### config.mk
export PLATFORM = sky130hd
export DESIGN_NAME = pldt_core
export DESIGN_NICKNAME = d
export VERILOG_FILES = /design/src/rtl/pldt_pkg.sv /design/src/rtl/pldt_por.sv /design/src/rtl/pldt_regbank.sv /design/src/rtl/pldt_core.sv
export SDC_FILE = /design/constraint.sdc
export NUM_CORES = 1
export LEC_CHECK = 0
export BUFFER_PORTS_ARGS = -buffer_cell sky130_fd_sc_hd__buf_2
export CAP_MARGIN = 25
export CORE_UTILIZATION = 37
export DETAILED_ROUTE_END_ITERATION = 7
export GPL_ROUTABILITY_DRIVEN = 1
export GPL_TIMING_DRIVEN = 0
export PLACE_DENSITY_LB_ADDON = 0.3
export SLEW_MARGIN = 20
export SYNTH_ARGS = -nofsm -noshare
export SYNTH_HDL_FRONTEND = slang
export SYNTH_HIERARCHICAL = 1
export SYNTH_SLANG_ARGS = --single-unit
export TNS_END_PERCENT = 30
### constraint.sdc
create_clock -name clk_i -period 3.65 [get_ports clk_i]
set_clock_uncertainty 0.1 [all_clocks]
set_input_delay 0.1825 -clock clk_i [delete_from_list [all_inputs] [get_ports clk_i]]
set_output_delay 0.1825 -clock clk_i [all_outputs]
set_load 0.01 [all_outputs]
### src/rtl/pldt_pkg.sv
// pldt_pkg: shared constants, types and the register map of the test-access block
package pldt_pkg;

	// ----------------------------------------------------------------
	// geometry
	// ----------------------------------------------------------------
	localparam int NUM_MC = 24;
	localparam int GROUP_SIZE = 12;

	// ----------------------------------------------------------------
	// timing
	// ----------------------------------------------------------------
	localparam int CLK_PERIOD_NS = 50;
	localparam int T_PR_TYP_NS = 600;
	localparam int T_PR_MAX_NS = 1000;
	// longest time, so rounded down
	localparam int PR_CYCLES = (T_PR_MAX_NS / CLK_PERIOD_NS < 1) ? 1 :
		T_PR_MAX_NS / CLK_PERIOD_NS;
	localparam int PR_CNT_W = $clog2(PR_CYCLES + 1);

	// ----------------------------------------------------------------
	// register map (byte addresses)
	// ----------------------------------------------------------------
	localparam logic [7:0] OFF_CTRL = 8'h00;
	localparam logic [7:0] OFF_STAT = 8'h04;
	localparam logic [7:0] OFF_COMB = 8'h08;
	localparam logic [7:0] OFF_POL = 8'h0C;
	localparam logic [7:0] OFF_PRIM = 8'h10;
	localparam logic [7:0] OFF_SEC = 8'h14;
	localparam logic [7:0] OFF_ARRAY = 8'h20;
	localparam int ARRAY_WORDS = 8;
	localparam int ARRAY_IDX_W = 3;

	localparam int CTRL_FUSE_BIT = 0;
	localparam int CTRL_OBS_PRIM_BIT = 1;
	localparam int STAT_CLEAR_BIT = 0;
	localparam int STAT_PRELOAD_BIT = 1;
	localparam int STAT_OBSERVE_BIT = 2;
	localparam int STAT_SECURE_BIT = 3;

	localparam logic [1:0] CTRL_RST = 2'h0;
	localparam logic [23:0] COMB_RST = 24'h000000;
	localparam logic [23:0] POL_RST = 24'hFFFFFF;
	localparam logic [31:0] ARRAY_RST = 32'h00000000;
	localparam logic [31:0] SECURE_READ = 32'hFFFFFFFF;

	// ----------------------------------------------------------------
	// types
	// ----------------------------------------------------------------
	typedef enum logic [1:0] {
		MODE_CLEAR,
		MODE_RUN,
		MODE_PRELOAD,
		MODE_OBSERVE
	} pldt_mode_t;

	typedef struct packed {
		logic preload_hv;
		logic observe_hv;
		logic reg_sel;
		logic par_sel;
		logic pre_clk;
	} pldt_tester_t;

endpackage : pldt_pkg

### src/rtl/pldt_por.sv
// pldt_por: power-up clear interval timer
module pldt_por (
	// clock and reset
	input wire logic clk_i,
	input wire logic rst_i,
	input wire logic ce_i,
	// status
	output logic busy_o
);

	logic [pldt_pkg::PR_CNT_W-1:0] cnt;

	always_ff @(posedge clk_i) begin
		if (rst_i) begin
			cnt <= '0;
			busy_o <= 1'b1;
		end else if (ce_i && busy_o) begin
			cnt <= cnt + 1'b1;
			if (cnt == pldt_pkg::PR_CNT_W'(pldt_pkg::PR_CYCLES - 1)) begin
				busy_o <= 1'b0;
			end
		end
	end

	property p_por_end;
		@(posedge clk_i) disable iff (rst_i)
		(busy_o && ce_i && cnt == pldt_pkg::PR_CNT_W'(pldt_pkg::PR_CYCLES - 1)) |=> !busy_o;
	endproperty
	a_por_end: assert property (p_por_end) else $error("clear interval did not end");

	property p_por_start;
		@(posedge clk_i) $fell(rst_i) |-> busy_o && cnt == '0;
	endproperty
	a_por_start: assert property (p_por_start) else $error("clear interval not started");

endmodule : pldt_por

### src/rtl/pldt_regbank.sv
// pldt_regbank: the two flip-flops of every macrocell with preload and clear
module pldt_regbank (
	// clock and reset
	input wire logic clk_i,
	input wire logic rst_i,
	input wire logic ce_i,
	// control
	input wire logic clear_i,
	input wire logic run_i,
	// functional terms
	input wire logic [pldt_pkg::NUM_MC-1:0] d1_i,
	input wire logic [pldt_pkg::NUM_MC-1:0] d2_i,
	input wire logic [pldt_pkg::NUM_MC-1:0] ck1_i,
	input wire logic [pldt_pkg::NUM_MC-1:0] ck2_i,
	// preload path
	input wire logic [pldt_pkg::NUM_MC-1:0] pre_we1_i,
	input wire logic [pldt_pkg::NUM_MC-1:0] pre_we2_i,
	input wire logic [pldt_pkg::NUM_MC-1:0] pre_data_i,
	// state
	output logic [pldt_pkg::NUM_MC-1:0] prim_o,
	output logic [pldt_pkg::NUM_MC-1:0] sec_o
);

	for (genvar g = 0; g < pldt_pkg::NUM_MC; g++) begin : g_mc
		always_ff @(posedge clk_i) begin
			if (rst_i || clear_i) begin
				prim_o[g] <= 1'b0;
			end else if (ce_i) begin
				if (pre_we1_i[g]) begin
					prim_o[g] <= pre_data_i[g];
				end else if (run_i && ck1_i[g]) begin
					prim_o[g] <= d1_i[g];
				end
			end
		end

		always_ff @(posedge clk_i) begin
			if (rst_i || clear_i) begin
				sec_o[g] <= 1'b0;
			end else if (ce_i) begin
				if (pre_we2_i[g]) begin
					sec_o[g] <= pre_data_i[g];
				end else if (run_i && ck2_i[g]) begin
					sec_o[g] <= d2_i[g];
				end
			end
		end
	end

endmodule : pldt_regbank

### src/rtl/pldt_core.sv
// pldt_core: preload, observability, power-up clear and security around 48 flip-flops

module pldt_core (
	// clock, reset, enable
	input wire logic clk_i,
	input wire logic rst_i,
	input wire logic ce_i,
	// wishbone slave
	input wire logic wb_cyc_i,
	input wire logic wb_stb_i,
	input wire logic wb_we_i,
	input wire logic [7:0] wb_adr_i,
	input wire logic [3:0] wb_sel_i,
	input wire logic [31:0] wb_dat_i,
	output logic [31:0] wb_dat_o,
	output logic wb_ack_o,
	// tester pins
	input wire pldt_pkg::pldt_tester_t tester_i,
	// logic array terms
	input wire logic [pldt_pkg::NUM_MC-1:0] sum_d1_i,
	input wire logic [pldt_pkg::NUM_MC-1:0] sum_d2_i,
	input wire logic [pldt_pkg::NUM_MC-1:0] comb_term_i,
	input wire logic [pldt_pkg::NUM_MC-1:0] ck1_i,
	input wire logic [pldt_pkg::NUM_MC-1:0] ck2_i,
	input wire logic [pldt_pkg::NUM_MC-1:0] oe_term_i,
	// i/o pads
	input wire logic [pldt_pkg::NUM_MC-1:0] pad_i,
	output logic [pldt_pkg::NUM_MC-1:0] pad_o,
	output logic [pldt_pkg::NUM_MC-1:0] pad_oe_o
);

	// ----------------------------------------------------------------
	// helpers
	// ----------------------------------------------------------------
	function automatic logic [pldt_pkg::NUM_MC-1:0] pre_mask(input logic reg_sel,
		input logic par_sel, input logic want_sec);
		logic [pldt_pkg::NUM_MC-1:0] m;
		m = '0;
		for (int i = 0; i < pldt_pkg::NUM_MC; i++) begin
			m[i] = (i[0] == par_sel) && (reg_sel == want_sec);
		end
		return m;
	endfunction : pre_mask

	function automatic logic [31:0] wb_merge(input logic [31:0] old_v,
		input logic [31:0] new_v, input logic [3:0] sel);
		logic [31:0] r;
		r = old_v;
		for (int b = 0; b < 4; b++) begin
			if (sel[b]) begin
				r[b*8 +: 8] = new_v[b*8 +: 8];
			end
		end
		return r;
	endfunction : wb_merge

	// ----------------------------------------------------------------
	// state
	// ----------------------------------------------------------------
	pldt_pkg::pldt_mode_t mode;
	pldt_pkg::pldt_mode_t next_mode;
	logic fuse;
	logic obs_prim;
	logic [pldt_pkg::NUM_MC-1:0] comb_cfg;
	logic [pldt_pkg::NUM_MC-1:0] pol_cfg;
	logic [31:0] cfg_array [pldt_pkg::ARRAY_WORDS];
	logic por_busy;
	logic pre_clk_q;
	logic [pldt_pkg::NUM_MC-1:0] prim;
	logic [pldt_pkg::NUM_MC-1:0] sec;
	logic pre_active;
	logic obs_active;
	logic pre_edge;
	logic [pldt_pkg::NUM_MC-1:0] pre_data;
	logic [pldt_pkg::NUM_MC-1:0] pre_we1;
	logic [pldt_pkg::NUM_MC-1:0] pre_we2;
	logic wb_req;
	logic wb_wr;
	logic in_array;
	logic [pldt_pkg::ARRAY_IDX_W-1:0] arr_idx;
	logic [31:0] rd_val;

	// ----------------------------------------------------------------
	// mode sequencing
	// ----------------------------------------------------------------
	always_comb begin
		next_mode = mode;
		case (mode)
			pldt_pkg::MODE_CLEAR: begin
				if (!por_busy) begin
					next_mode = pldt_pkg::MODE_RUN;
				end
			end
			pldt_pkg::MODE_RUN, pldt_pkg::MODE_PRELOAD, pldt_pkg::MODE_OBSERVE: begin
				// preload wins when both entries are raised together
				if (tester_i.preload_hv && !fuse) begin
					next_mode = pldt_pkg::MODE_PRELOAD;
				end else if (tester_i.observe_hv && !fuse) begin
					next_mode = pldt_pkg::MODE_OBSERVE;
				end else begin
					next_mode = pldt_pkg::MODE_RUN;
				end
			end
			default: begin
				next_mode = pldt_pkg::MODE_CLEAR;
			end
		endcase
	end

	always_ff @(posedge clk_i) begin
		if (rst_i) begin
			mode <= pldt_pkg::MODE_CLEAR;
		end else if (ce_i) begin
			mode <= next_mode;
		end
	end

	pldt_por u_por (
		.clk_i(clk_i),
		.rst_i(rst_i),
		.ce_i(ce_i),
		.busy_o(por_busy)
	);

	// ----------------------------------------------------------------
	// preload path
	// ----------------------------------------------------------------
	// entry and fuse gate directly, so a fuse write or a dropped entry acts at once
	assign pre_active = (mode == pldt_pkg::MODE_PRELOAD) && tester_i.preload_hv && !fuse;
	assign obs_active = (mode == pldt_pkg::MODE_OBSERVE) && tester_i.observe_hv && !fuse;

	always_ff @(posedge clk_i) begin
		if (rst_i) begin
			pre_clk_q <= 1'b0;
		end else if (ce_i) begin
			pre_clk_q <= tester_i.pre_clk;
		end
	end

	assign pre_edge = ce_i && pre_active && tester_i.pre_clk && !pre_clk_q;

	// odd pin 2k+1 feeds macrocells 2k and 2k+1; level taken as is, polarity ignored
	for (genvar k = 0; k < pldt_pkg::NUM_MC; k++) begin : g_pre_data
		assign pre_data[k] = pad_i[(k / 2) * 2 + 1];
	end

	assign pre_we1 = pre_edge ? pre_mask(tester_i.reg_sel, tester_i.par_sel, 1'b0) : '0;
	assign pre_we2 = pre_edge ? pre_mask(tester_i.reg_sel, tester_i.par_sel, 1'b1) : '0;

	pldt_regbank u_bank (
		.clk_i(clk_i),
		.rst_i(rst_i),
		.ce_i(ce_i),
		.clear_i(mode == pldt_pkg::MODE_CLEAR),
		.run_i(mode == pldt_pkg::MODE_RUN || mode == pldt_pkg::MODE_OBSERVE),
		.d1_i(sum_d1_i),
		.d2_i(sum_d2_i),
		.ck1_i(ck1_i),
		.ck2_i(ck2_i),
		.pre_we1_i(pre_we1),
		.pre_we2_i(pre_we2),
		.pre_data_i(pre_data),
		.prim_o(prim),
		.sec_o(sec)
	);

	// ----------------------------------------------------------------
	// output pads
	// ----------------------------------------------------------------
	for (genvar m = 0; m < pldt_pkg::NUM_MC; m++) begin : g_pad
		always_ff @(posedge clk_i) begin
			if (rst_i) begin
				pad_o[m] <= 1'b0;
				pad_oe_o[m] <= 1'b0;
			end else if (ce_i) begin
				if (obs_active) begin
					// buried bank shown raw, no polarity applied
					pad_o[m] <= (obs_prim && comb_cfg[m]) ? prim[m] : sec[m];
					pad_oe_o[m] <= oe_term_i[m];
				end else if (mode == pldt_pkg::MODE_RUN) begin
					pad_o[m] <= (comb_cfg[m] ? comb_term_i[m] : prim[m]) ^ !pol_cfg[m];
					pad_oe_o[m] <= oe_term_i[m];
				end else begin
					// tester owns the pins in preload and clear
					pad_o[m] <= prim[m] ^ !pol_cfg[m];
					pad_oe_o[m] <= 1'b0;
				end
			end
		end
	end

	// ----------------------------------------------------------------
	// wishbone slave
	// ----------------------------------------------------------------
	assign wb_req = wb_cyc_i && wb_stb_i && !wb_ack_o;
	assign wb_wr = ce_i && wb_req && wb_we_i;
	assign in_array = wb_adr_i >= pldt_pkg::OFF_ARRAY &&
		wb_adr_i < pldt_pkg::OFF_ARRAY + 8'(4 * pldt_pkg::ARRAY_WORDS);
	assign arr_idx = wb_adr_i[pldt_pkg::ARRAY_IDX_W+1:2];

	always_ff @(posedge clk_i) begin
		if (rst_i) begin
			wb_ack_o <= 1'b0;
		end else if (ce_i) begin
			wb_ack_o <= wb_req;
		end
	end

	always_ff @(posedge clk_i) begin
		if (rst_i) begin
			fuse <= pldt_pkg::CTRL_RST[pldt_pkg::CTRL_FUSE_BIT];
			obs_prim <= pldt_pkg::CTRL_RST[pldt_pkg::CTRL_OBS_PRIM_BIT];
		end else if (wb_wr && wb_adr_i == pldt_pkg::OFF_CTRL && wb_sel_i[0]) begin
			// fuse only ever sets; erasure is out of scope
			fuse <= fuse | wb_dat_i[pldt_pkg::CTRL_FUSE_BIT];
			obs_prim <= wb_dat_i[pldt_pkg::CTRL_OBS_PRIM_BIT];
		end
	end

	// pattern writes after the fuse would be lost to verify anyway, so block them
	always_ff @(posedge clk_i) begin
		if (rst_i) begin
			comb_cfg <= pldt_pkg::COMB_RST;
			pol_cfg <= pldt_pkg::POL_RST;
		end else if (wb_wr && !fuse) begin
			if (wb_adr_i == pldt_pkg::OFF_COMB) begin
				comb_cfg <= 24'(wb_merge({8'h00, comb_cfg}, wb_dat_i, wb_sel_i));
			end
			if (wb_adr_i == pldt_pkg::OFF_POL) begin
				pol_cfg <= 24'(wb_merge({8'h00, pol_cfg}, wb_dat_i, wb_sel_i));
			end
		end
	end

	always_ff @(posedge clk_i) begin
		if (rst_i) begin
			for (int i = 0; i < pldt_pkg::ARRAY_WORDS; i++) begin
				cfg_array[i] <= pldt_pkg::ARRAY_RST;
			end
		end else if (wb_wr && !fuse && in_array) begin
			cfg_array[arr_idx] <= wb_merge(cfg_array[arr_idx], wb_dat_i, wb_sel_i);
		end
	end

	always_comb begin
		rd_val = 32'h00000000;
		if (in_array) begin
			rd_val = fuse ? pldt_pkg::SECURE_READ : cfg_array[arr_idx];
		end else begin
			case (wb_adr_i)
				pldt_pkg::OFF_CTRL: begin
					rd_val[pldt_pkg::CTRL_FUSE_BIT] = fuse;
					rd_val[pldt_pkg::CTRL_OBS_PRIM_BIT] = obs_prim;
				end
				pldt_pkg::OFF_STAT: begin
					rd_val[pldt_pkg::STAT_CLEAR_BIT] = mode == pldt_pkg::MODE_CLEAR;
					rd_val[pldt_pkg::STAT_PRELOAD_BIT] = pre_active;
					rd_val[pldt_pkg::STAT_OBSERVE_BIT] = obs_active;
					rd_val[pldt_pkg::STAT_SECURE_BIT] = fuse;
				end
				pldt_pkg::OFF_COMB: begin
					rd_val = fuse ? pldt_pkg::SECURE_READ : {8'h00, comb_cfg};
				end
				pldt_pkg::OFF_POL: begin
					rd_val = fuse ? pldt_pkg::SECURE_READ : {8'h00, pol_cfg};
				end
				pldt_pkg::OFF_PRIM: begin
					rd_val = {8'h00, prim};
				end
				pldt_pkg::OFF_SEC: begin
					rd_val = {8'h00, sec};
				end
				default: begin
					rd_val = 32'h00000000;
				end
			endcase
		end
	end

	always_ff @(posedge clk_i) begin
		if (rst_i) begin
			wb_dat_o <= 32'h00000000;
		end else if (ce_i && wb_req && !wb_we_i) begin
			wb_dat_o <= rd_val;
		end
	end

	// ----------------------------------------------------------------
	// checks
	// ----------------------------------------------------------------
	property p_pre_prim_even;
		@(posedge clk_i) disable iff (rst_i)
		(pre_edge && !tester_i.reg_sel && !tester_i.par_sel) |=> prim[0] == $past(pad_i[1]);
	endproperty
	a_pre_prim_even: assert property (p_pre_prim_even) else $error("even primary preload wrong");

	property p_pre_sec_odd;
		@(posedge clk_i) disable iff (rst_i)
		(pre_edge && tester_i.reg_sel && tester_i.par_sel) |=> sec[23] == $past(pad_i[23]);
	endproperty
	a_pre_sec_odd: assert property (p_pre_sec_odd) else $error("odd secondary preload wrong");

	property p_pre_group;
		@(posedge clk_i) disable iff (rst_i)
		pre_edge |-> $countones(pre_we1 | pre_we2) == pldt_pkg::GROUP_SIZE;
	endproperty
	a_pre_group: assert property (p_pre_group) else $error("preload group not twelve");

	property p_pre_needs_hv;
		@(posedge clk_i) disable iff (rst_i)
		(!tester_i.preload_hv || fuse) |-> (pre_we1 == '0 && pre_we2 == '0);
	endproperty
	a_pre_needs_hv: assert property (p_pre_needs_hv) else $error("preload without entry");

	property p_fuse_blocks;
		@(posedge clk_i) disable iff (rst_i)
		fuse |-> !pre_active && !obs_active;
	endproperty
	a_fuse_blocks: assert property (p_fuse_blocks) else $error("fuse did not block test");

	property p_observe_sec;
		@(posedge clk_i) disable iff (rst_i)
		(ce_i && obs_active && oe_term_i[5] && !obs_prim) |=> pad_oe_o[5] && pad_o[5] == $past(sec[5]);
	endproperty
	a_observe_sec: assert property (p_observe_sec) else $error("buried secondary not observed");

	property p_observe_prim;
		@(posedge clk_i) disable iff (rst_i)
		(ce_i && obs_active && obs_prim && comb_cfg[4]) |=> pad_o[4] == $past(prim[4]);
	endproperty
	a_observe_prim: assert property (p_observe_prim) else $error("buried primary not observed");

	property p_clear_zero;
		@(posedge clk_i) disable iff (rst_i)
		(mode == pldt_pkg::MODE_CLEAR) ##1 (mode == pldt_pkg::MODE_CLEAR) |-> prim == '0 && sec == '0;
	endproperty
	a_clear_zero: assert property (p_clear_zero) else $error("registers not cleared");

	property p_clear_ignores_ck;
		@(posedge clk_i) disable iff (rst_i)
		(mode == pldt_pkg::MODE_CLEAR && ck1_i[0] && sum_d1_i[0]) |=> prim[0] == 1'b0;
	endproperty
	a_clear_ignores_ck: assert property (p_clear_ignores_ck) else $error("clock during clear");

	property p_run_load;
		@(posedge clk_i) disable iff (rst_i)
		(ce_i && mode == pldt_pkg::MODE_RUN && ck2_i[7]) |=> sec[7] == $past(sum_d2_i[7]);
	endproperty
	a_run_load: assert property (p_run_load) else $error("functional load wrong");

	property p_secure_read;
		@(posedge clk_i) disable iff (rst_i)
		(wb_ack_o && !wb_we_i && fuse && $past(fuse) && wb_adr_i == pldt_pkg::OFF_COMB)
			|-> wb_dat_o == pldt_pkg::SECURE_READ;
	endproperty
	a_secure_read: assert property (p_secure_read) else $error("secure read leaked");

endmodule : pldt_core

Yosys cells after proc, flatten, opt, wreduce, memory -nomap -nowiden
Memory sizes are Yosys's and may differ from the RTL's.
Index checks and enable logic that the tools add are counted.
{"block": "totals", "register_bits": 188, "latchBits": 0, "mem_bits_rw": 256, "rom_bits": 0, "in_bits": 223, "output_inout_bits": 81, "wordCells": 682, "memories": 1}
{"memory": "cfg_array", "words": 8, "word_bits": 32, "read_ports": 1, "rd_ports_with_merged_regs": 0, "write_ports": 8, "line": "pldt_core.sv:66", "rtl": "logic [31:0] cfg_array [pldt_pkg::ARRAY_WORDS];"}
{"block": "classes", "addsub": 1, "multipliers": 0, "div_mod_pow": 0, "n_lt_le_gt_ge": 2, "eq_ne": 10, "shift": 0, "n_mux": 273, "bitwise_logic": 51, "reduce_logical": 234}
{"cell": "1-bit two-way mux", "n": 246}
{"cell": "32-bit two-way mux", "n": 5}
{"cell": "28-bit case mux with 4 select lines", "n": 1}
{"cell": "2-bit AND reduction", "n": 50}
{"cell": "1-bit logical AND", "n": 96}
{"cell": "8-bit two-way mux", "n": 12}
{"cell": "2-bit nonzero test", "n": 48}
{"cell": "24-bit two-way mux", "n": 2}
{"cell": "1-bit bitwise XOR", "n": 48}
{"cell": "32-bit OR reduction", "n": 1}
{"cell": "1-bit zero test", "n": 28}
{"cell": "3-bit AND reduction", "n": 6}
{"cell": "8-bit by 4-bit == test with 1-bit output, second input constant", "n": 2}
{"cell": "8-bit by 5-bit == test with 1-bit output, second input constant", "n": 2}
{"cell": "2-bit case mux with 6 select lines", "n": 1}
{"cell": "2-bit case mux with 5 select lines", "n": 1}
{"cell": "8-bit by 3-bit == test with 1-bit output, second input constant", "n": 1}
{"cell": "8-bit by 6-bit >= comparator with 1-bit output, second input constant", "n": 1}
{"cell": "8-bit zero test", "n": 1}
{"cell": "8-bit by 7-bit less-than comparator with 1-bit output, second input constant", "n": 1}
{"cell": "2-bit two-way mux", "n": 3}
{"cell": "5-bit by 1-bit adder with 5-bit output, second input constant", "n": 1}
{"cell": "5-bit == test, second input constant", "n": 1}
{"cell": "2-bit == test, second input constant", "n": 2}
{"cell": "9 further kinds", "n": 11}

Longest topological paths before layout
{"block": "logic_depth", "ltp_word": 11, "ltp_mapped": 9, "ltp_nobuf": 8}

Cells and area by module
Netlist, hierarchy kept.
{"module": "pldt_core", "instances": 1, "cells_each": 1744, "area_each_um2": 18462.7, "seq_area_each_um2": 10369.9}
{"module": "pldt_regbank", "instances": 1, "cells_each": 315, "area_each_um2": 2926.6, "seq_area_each_um2": 960.9}
{"module": "pldt_por", "instances": 1, "cells_each": 27, "area_each_um2": 262.8, "seq_area_each_um2": 120.1}

Least setup slack after synthesis
Ideal clock, no wire load.
{"block": "synth_path", "kind": "register -> register", "startpoint": "reg fuse", "endpoint": "reg u_bank/sec_o[10] (netlist name)", "setup_ps": 121, "arrival_time_ps": 3050, "required_ps": 3429, "path_slack_ps": 379, "path_stages_with_launch": 8, "n_path_buf": 0, "period_less_slack_ps": 3271, "path_cell_list": "dfxtp_1 > inv_1 > nand3_1 > or3_1 > nor3b_1 > mux2_2 > nand4b_1 > nand2_1"}
{"block": "synth_between", "elab_chain_cells": 8, "word_cells_on_any_way": 9, "cone_classes": "2 x mux; 7 x reduce/logical"}
{"item": "start, declared", "line": "pldt_core.sv:62", "rtl": "logic fuse;"}
{"item": "start signal, assigned", "line": "pldt_core.sv:211", "rtl": "fuse <= pldt_pkg::CTRL_RST[pldt_pkg::CTRL_FUSE_BIT];"}
{"item": "start signal, assigned", "line": "pldt_core.sv:215", "rtl": "fuse <= fuse | wb_dat_i[pldt_pkg::CTRL_FUSE_BIT];"}
{"item": "1-bit zero test (*)", "line": "pldt_core.sv:129", "rtl": "assign pre_active = (mode == pldt_pkg::MODE_PRELOAD) && tester_i.preload_hv && !fuse;"}
{"item": "1-bit logical AND (*)", "line": "pldt_core.sv:129"}
{"item": "1-bit logical AND (*) (3 in series)", "line": "pldt_core.sv:140", "rtl": "assign pre_edge = ce_i && pre_active && tester_i.pre_clk && !pre_clk_q;"}
{"item": "24-bit two-way mux (*)", "line": "pldt_core.sv:148", "rtl": "assign pre_we2 = pre_edge ? pre_mask(tester_i.reg_sel, tester_i.par_sel, 1'b1) : '0;"}
{"item": "2-bit nonzero test (no source line)"}
{"item": "2-bit AND reduction (no source line)"}
{"item": "end signal, assigned by index", "line": "pldt_regbank.sv:42", "rtl": "sec_o[g] <= pre_data_i[g];"}
{"item": "end signal, assigned by index", "line": "pldt_regbank.sv:44", "rtl": "sec_o[g] <= d2_i[g];"}
{"item": "end, declared", "line": "pldt_regbank.sv:21", "rtl": "output logic [pldt_pkg::NUM_MC-1:0] sec_o"}
Every way passes the cells marked *; elsewhere a longest branch is shown, timed or not.
A chain may end at the register's enable or synchronous reset.

Worst setup path after layout
{"block": "layout_path", "startpoint": "reg fuse", "endpoint": "reg u_bank/sec_o[4] (netlist name)"}
The elaborated chain is that of the path after synthesis.

==> flow_summary_export.csv <==
group,metric,value,unit
floorplanning,die_area,0.05949,mm²
clock_tree,clk_latency,0.61,ns
worst_setup_path,startpoint,"fuse",
logic_synthesis,synth_top_family_by_area,"simple AND/OR/NAND/NOR gates",
worst_setup_path,worst_setup_path_start_kind,"flop",
logic_synthesis,synth_area,0.02165,mm²
logic_synthesis,async_flop_share,0,
worst_setup_path,arrival,3.91,ns
clock_tree,clkTransAtPathRegs,0.06,ns
global_routing,use_met3,0.04660,
logic_synthesis,ys_seq_area_frac,0.5289,
finish,num-fill-cells,5251,
worst_setup_path,cp_max_fo,10,
sta,worst_slew_pin_slew,1.113,ns
status,status,"completed",
logic_synthesis,synthXorXnorAreaFrac,0.01052,
global_routing,grt_pass1_vias,19290,
power_and_ir_drop,power_density,414.1,mW/mm²
global_routing,grt_max_degree,25,
drt,vias,19340,
global_routing,globalRouteOverflowTotal,0,
sta,fmax,282.7,MHz
logic_synthesis,syn_area_per_cell,10.38,µm²
finish,nets,2870,
clock_tree,clock_sinks,444,
finish,seqCellArea,0.01145,mm²
finish,drive_gt1_frac,0.2129,
logic_synthesis,synthSimpleGateAreaFrac,0.1826,
min_path,holdCritStartpoint,"comb_term_i[16]",
floorplanning,die_y,243.9,µm
floorplanning,core,0.05781,mm²
drt,wirelength,82920,µm
logic_synthesis,synthAdderAreaFrac,0.0005779,
global_routing,grt_pass1_wl,122000,µm
placed_design,gp_congestion,0.9316,
sta,rsz0062_at_grt,"no",
sta,min_period_over_period,0.9690,
sta,max_slew_margin,0.2550,
worst_setup_path,cp-end-kind,"flop",
clock_tree,clock-root-buffer,"clkbuf_16",
power_and_ir_drop,p_seq_frac,0.466,
power_and_ir_drop,p_total,11.63,mW
power_and_ir_drop,intPower,8.826,mW
worst_setup_path,critPathRequiredTime,4.03,ns
finish,areaGrowthSynthToFinish,29.77,%
floorplanning,pin_count,304,
sta,report.final.slew_viol_count,0,
logic_synthesis,synthMuxAreaShare,0.1337,
logic_synthesis,synth_compound_area_frac,0.1108,
clock_tree,htreeDepth,2,
clock_tree,cts_tree,"yes",
worst_setup_path,setup.worst_path.class,"flop to flop",
drt,ant_nets,0,
run,drv_cap,0,
finish,fin_area,0.02810,mm²
worst_setup_path,timing.rr.start,"fuse",
global_routing,grtUsageMet1,0.3332,
drt,drtIter0Drc,1799,
logic_synthesis,synth_cell_types,68,
global_routing,busiest_layer,"met2",
logic_synthesis,synth_warnings,6,
floorplanning,start_util,0.3746,
power_and_ir_drop,leakage,11.19,nW
placed_design,detailed_place.area,0.02431,mm²
drt,drc,0,
global_routing,antenna_found_initial,7,
worst_setup_path,reg2reg_slack,0.11,ns
sta,hold_violations,0,
logic_synthesis,ys_ff_latch,444,
logic_synthesis,synth_fp_nets,2310,
logic_synthesis,synth_edf_count,256,
logic_synthesis,synth_ff_type,"edfxtp_1",
floorplanning,die_x,243.9,µm
finish,multi_input_area,0.009548,mm²
power_and_ir_drop,clkPwrFrac,0.436,
placed_design,numPortBuffers,285,
power_and_ir_drop,combPwrFrac,0.098,
power_and_ir_drop,power_switching,2.808,mW
power_and_ir_drop,ir_drop,285.9,µV
clock_tree,cts_max_path_buffers,3,
sta,min_period,3.537,ns
min_path,min-delay-path-class,"input port to flop",
clock_tree,cts_buffers,49,
drt,routedWlPerCell,24.02,µm
power_and_ir_drop,swShare,0.2414,
global_routing,use_met2,0.4741,
global_routing,grtUsageTotal,0.2728,
sta,finalSetupViolCount,0,
placed_design,hpwl,59580,µm
logic_synthesis,netlist_instances,2086,
drt,dr.pass1.iters,6,
floorplanning,row_count,88,
drt,routed_via_density,5.602,
-- registers in the layout, summed over array words and instances, names as in the netlist --
signal / cells
u_por/cnt: 5
u_bank/sec_o: 24
pol_cfg: 24
pad_oe_o: 24
cfg_array: 256
mode: 2
wb_dat_o: 32
u_bank/prim_o: 24
pad_o: 24
comb_cfg: 24
pre_clk_q: 1
obs_prim: 1
u_por/busy_o: 1
wb_ack_o: 1
fuse: 1
-- final cells by class --
cell class                 instances  share of cell area
multi-input combinational       1480              0.3398
buffer                           153             0.02418
timing repair buffer             509              0.1346
inverter                           9            0.001202
antenna                            5           0.0004453
tap                              765             0.03407
clock buffer                      65             0.05014
sequential                       444              0.4076
clock inverter                    22            0.008016
-- repair_timing --
item,in CTS,in global routing
hold buffers,210,0
setup buffers,0,0
setup endpoints to repair,0,32
hold endpoints to repair,162,0
resized for setup,0,6
-- power by group through the flow --
stage | clock [mW] | combinational, mW | sequential (mW)
detailed placement | 0 | 0.965 | 5.53
global placement | 0 | 0.926 | 5.53
finish | 5.07 | 1.14 | 5.42
CTS | 5.11 | 1.12 | 5.42
floorplan | 0 | 0.505 | 5.52
global route | 5.30 | 1.20 | 5.43
-- synthesized netlist by cell type (all sizes together), types with 2 or more instances --
cell type  number  area [µm²]
a2111oi         2       17.52
a211o           8       70.07
a211oi         22       165.2
a21oi          89       445.4
a221oi         21       183.9
a22o            2       17.52
a22oi          12       90.09
a31oi          20       125.1
a41oi           2       17.52
and2           17       106.4
and3            2       17.52
and4b           2       20.02
buf            58       322.8
clkbuf         95       356.6
clkinv          3       11.26
dfxtp         188        3764
edfxtp        256        7687
inv             6       22.52
mux2           99        1119
mux2i         137        1371
mux4           18       405.4
nand2         205       772.0
nand2b         33       206.5
nand3          62       315.3
nand3b         25       187.7
nand4           7       81.33
nand4b         49       429.2
nor2          362        1366
nor2b          33       214.0
nor3           15       75.07
nor3b           2       20.02
nor4            2       27.53
o211ai         49       417.9
o21ai          51       255.2
o221ai          2       17.52
o22ai          75       469.2
o31a            2       17.52
o32ai           2       17.52
or2             2       15.02
or3            11       68.82
or4             2       22.52
xor2           25       219.0
-- path summary, 6_finish.rpt --
path              depth (start not counted)              end
setup reg to reg                         10  u_bank/sec_o[4]
setup / recovery                         10  u_bank/sec_o[4]
hold reg to reg                           2     wb_dat_o[29]
hold / removal                            5        pad_o[16]
-- per-stage QoR --
step	util	TNS (ns)	instances	worst slack, ns	hold slack (ns)
after floorplan	-	0	2086	0.3792	0.1516
after global placement	0.4158	-234.59	3136	-1.196	0.3092
after detailed placement	0.4205	-14.17	3149	-0.2262	0.3176
after CTS	0.4851	0	3446	0.03977	0.01428
after global routing	0.4859	0	3448	0.002711	0.08322
final	0.4861	0	3452	0.1131	0.02952
-- metal layers --
metal | vias to the layer above | wire (µm)
met5 | - | 13
met4 | 2 | 3347
met3 | 188 | 6880
met2 | 1014 | 40280
met1 | 9392 | 32400
li1 | 8743 | -
-- critical path, cell delays in order (launching register included) --
cell and delay, ns:
dfxtp_1 0.33, inv_1 0.17, nand3_1 0.16, or3_4 0.45
nor3b_4 0.32, buf_6 0.21, mux2_2 0.35, dlygate4sd3_1 0.58
nand4b_1 0.10, dlygate4sd3_1 0.57, nand2_1 0.06
-- cells in the final DEF (no fill, tap or decap), types with 25 or more instances in the layout --
master,count
a21oi_1,89
buf_2,305
clkbuf_1,101
clkbuf_16,51
dfxtp_1,188
dlygate4sd3_1,210
edfxtp_1,256
mux2_2,98
mux2i_1,137
nand2_1,196
nand2b_1,33
nand3_1,61
nand3b_1,25
nand4b_1,49
nor2_1,360
nor2b_1,32
o211ai_1,39
o21ai_0,51
o22ai_1,75
xor2_1,25
-- kinds of logic after synthesis --
family | after synthesis
buffers and inverters | 162
flip-flops | 444
XOR/XNOR | 26
AO/OA/AOI/OAI | 367
multiplexers | 254
AND/OR/NAND/NOR | 832
adder cells (fa/ha/maj) | 1
(Power assumes the default switching activity.)
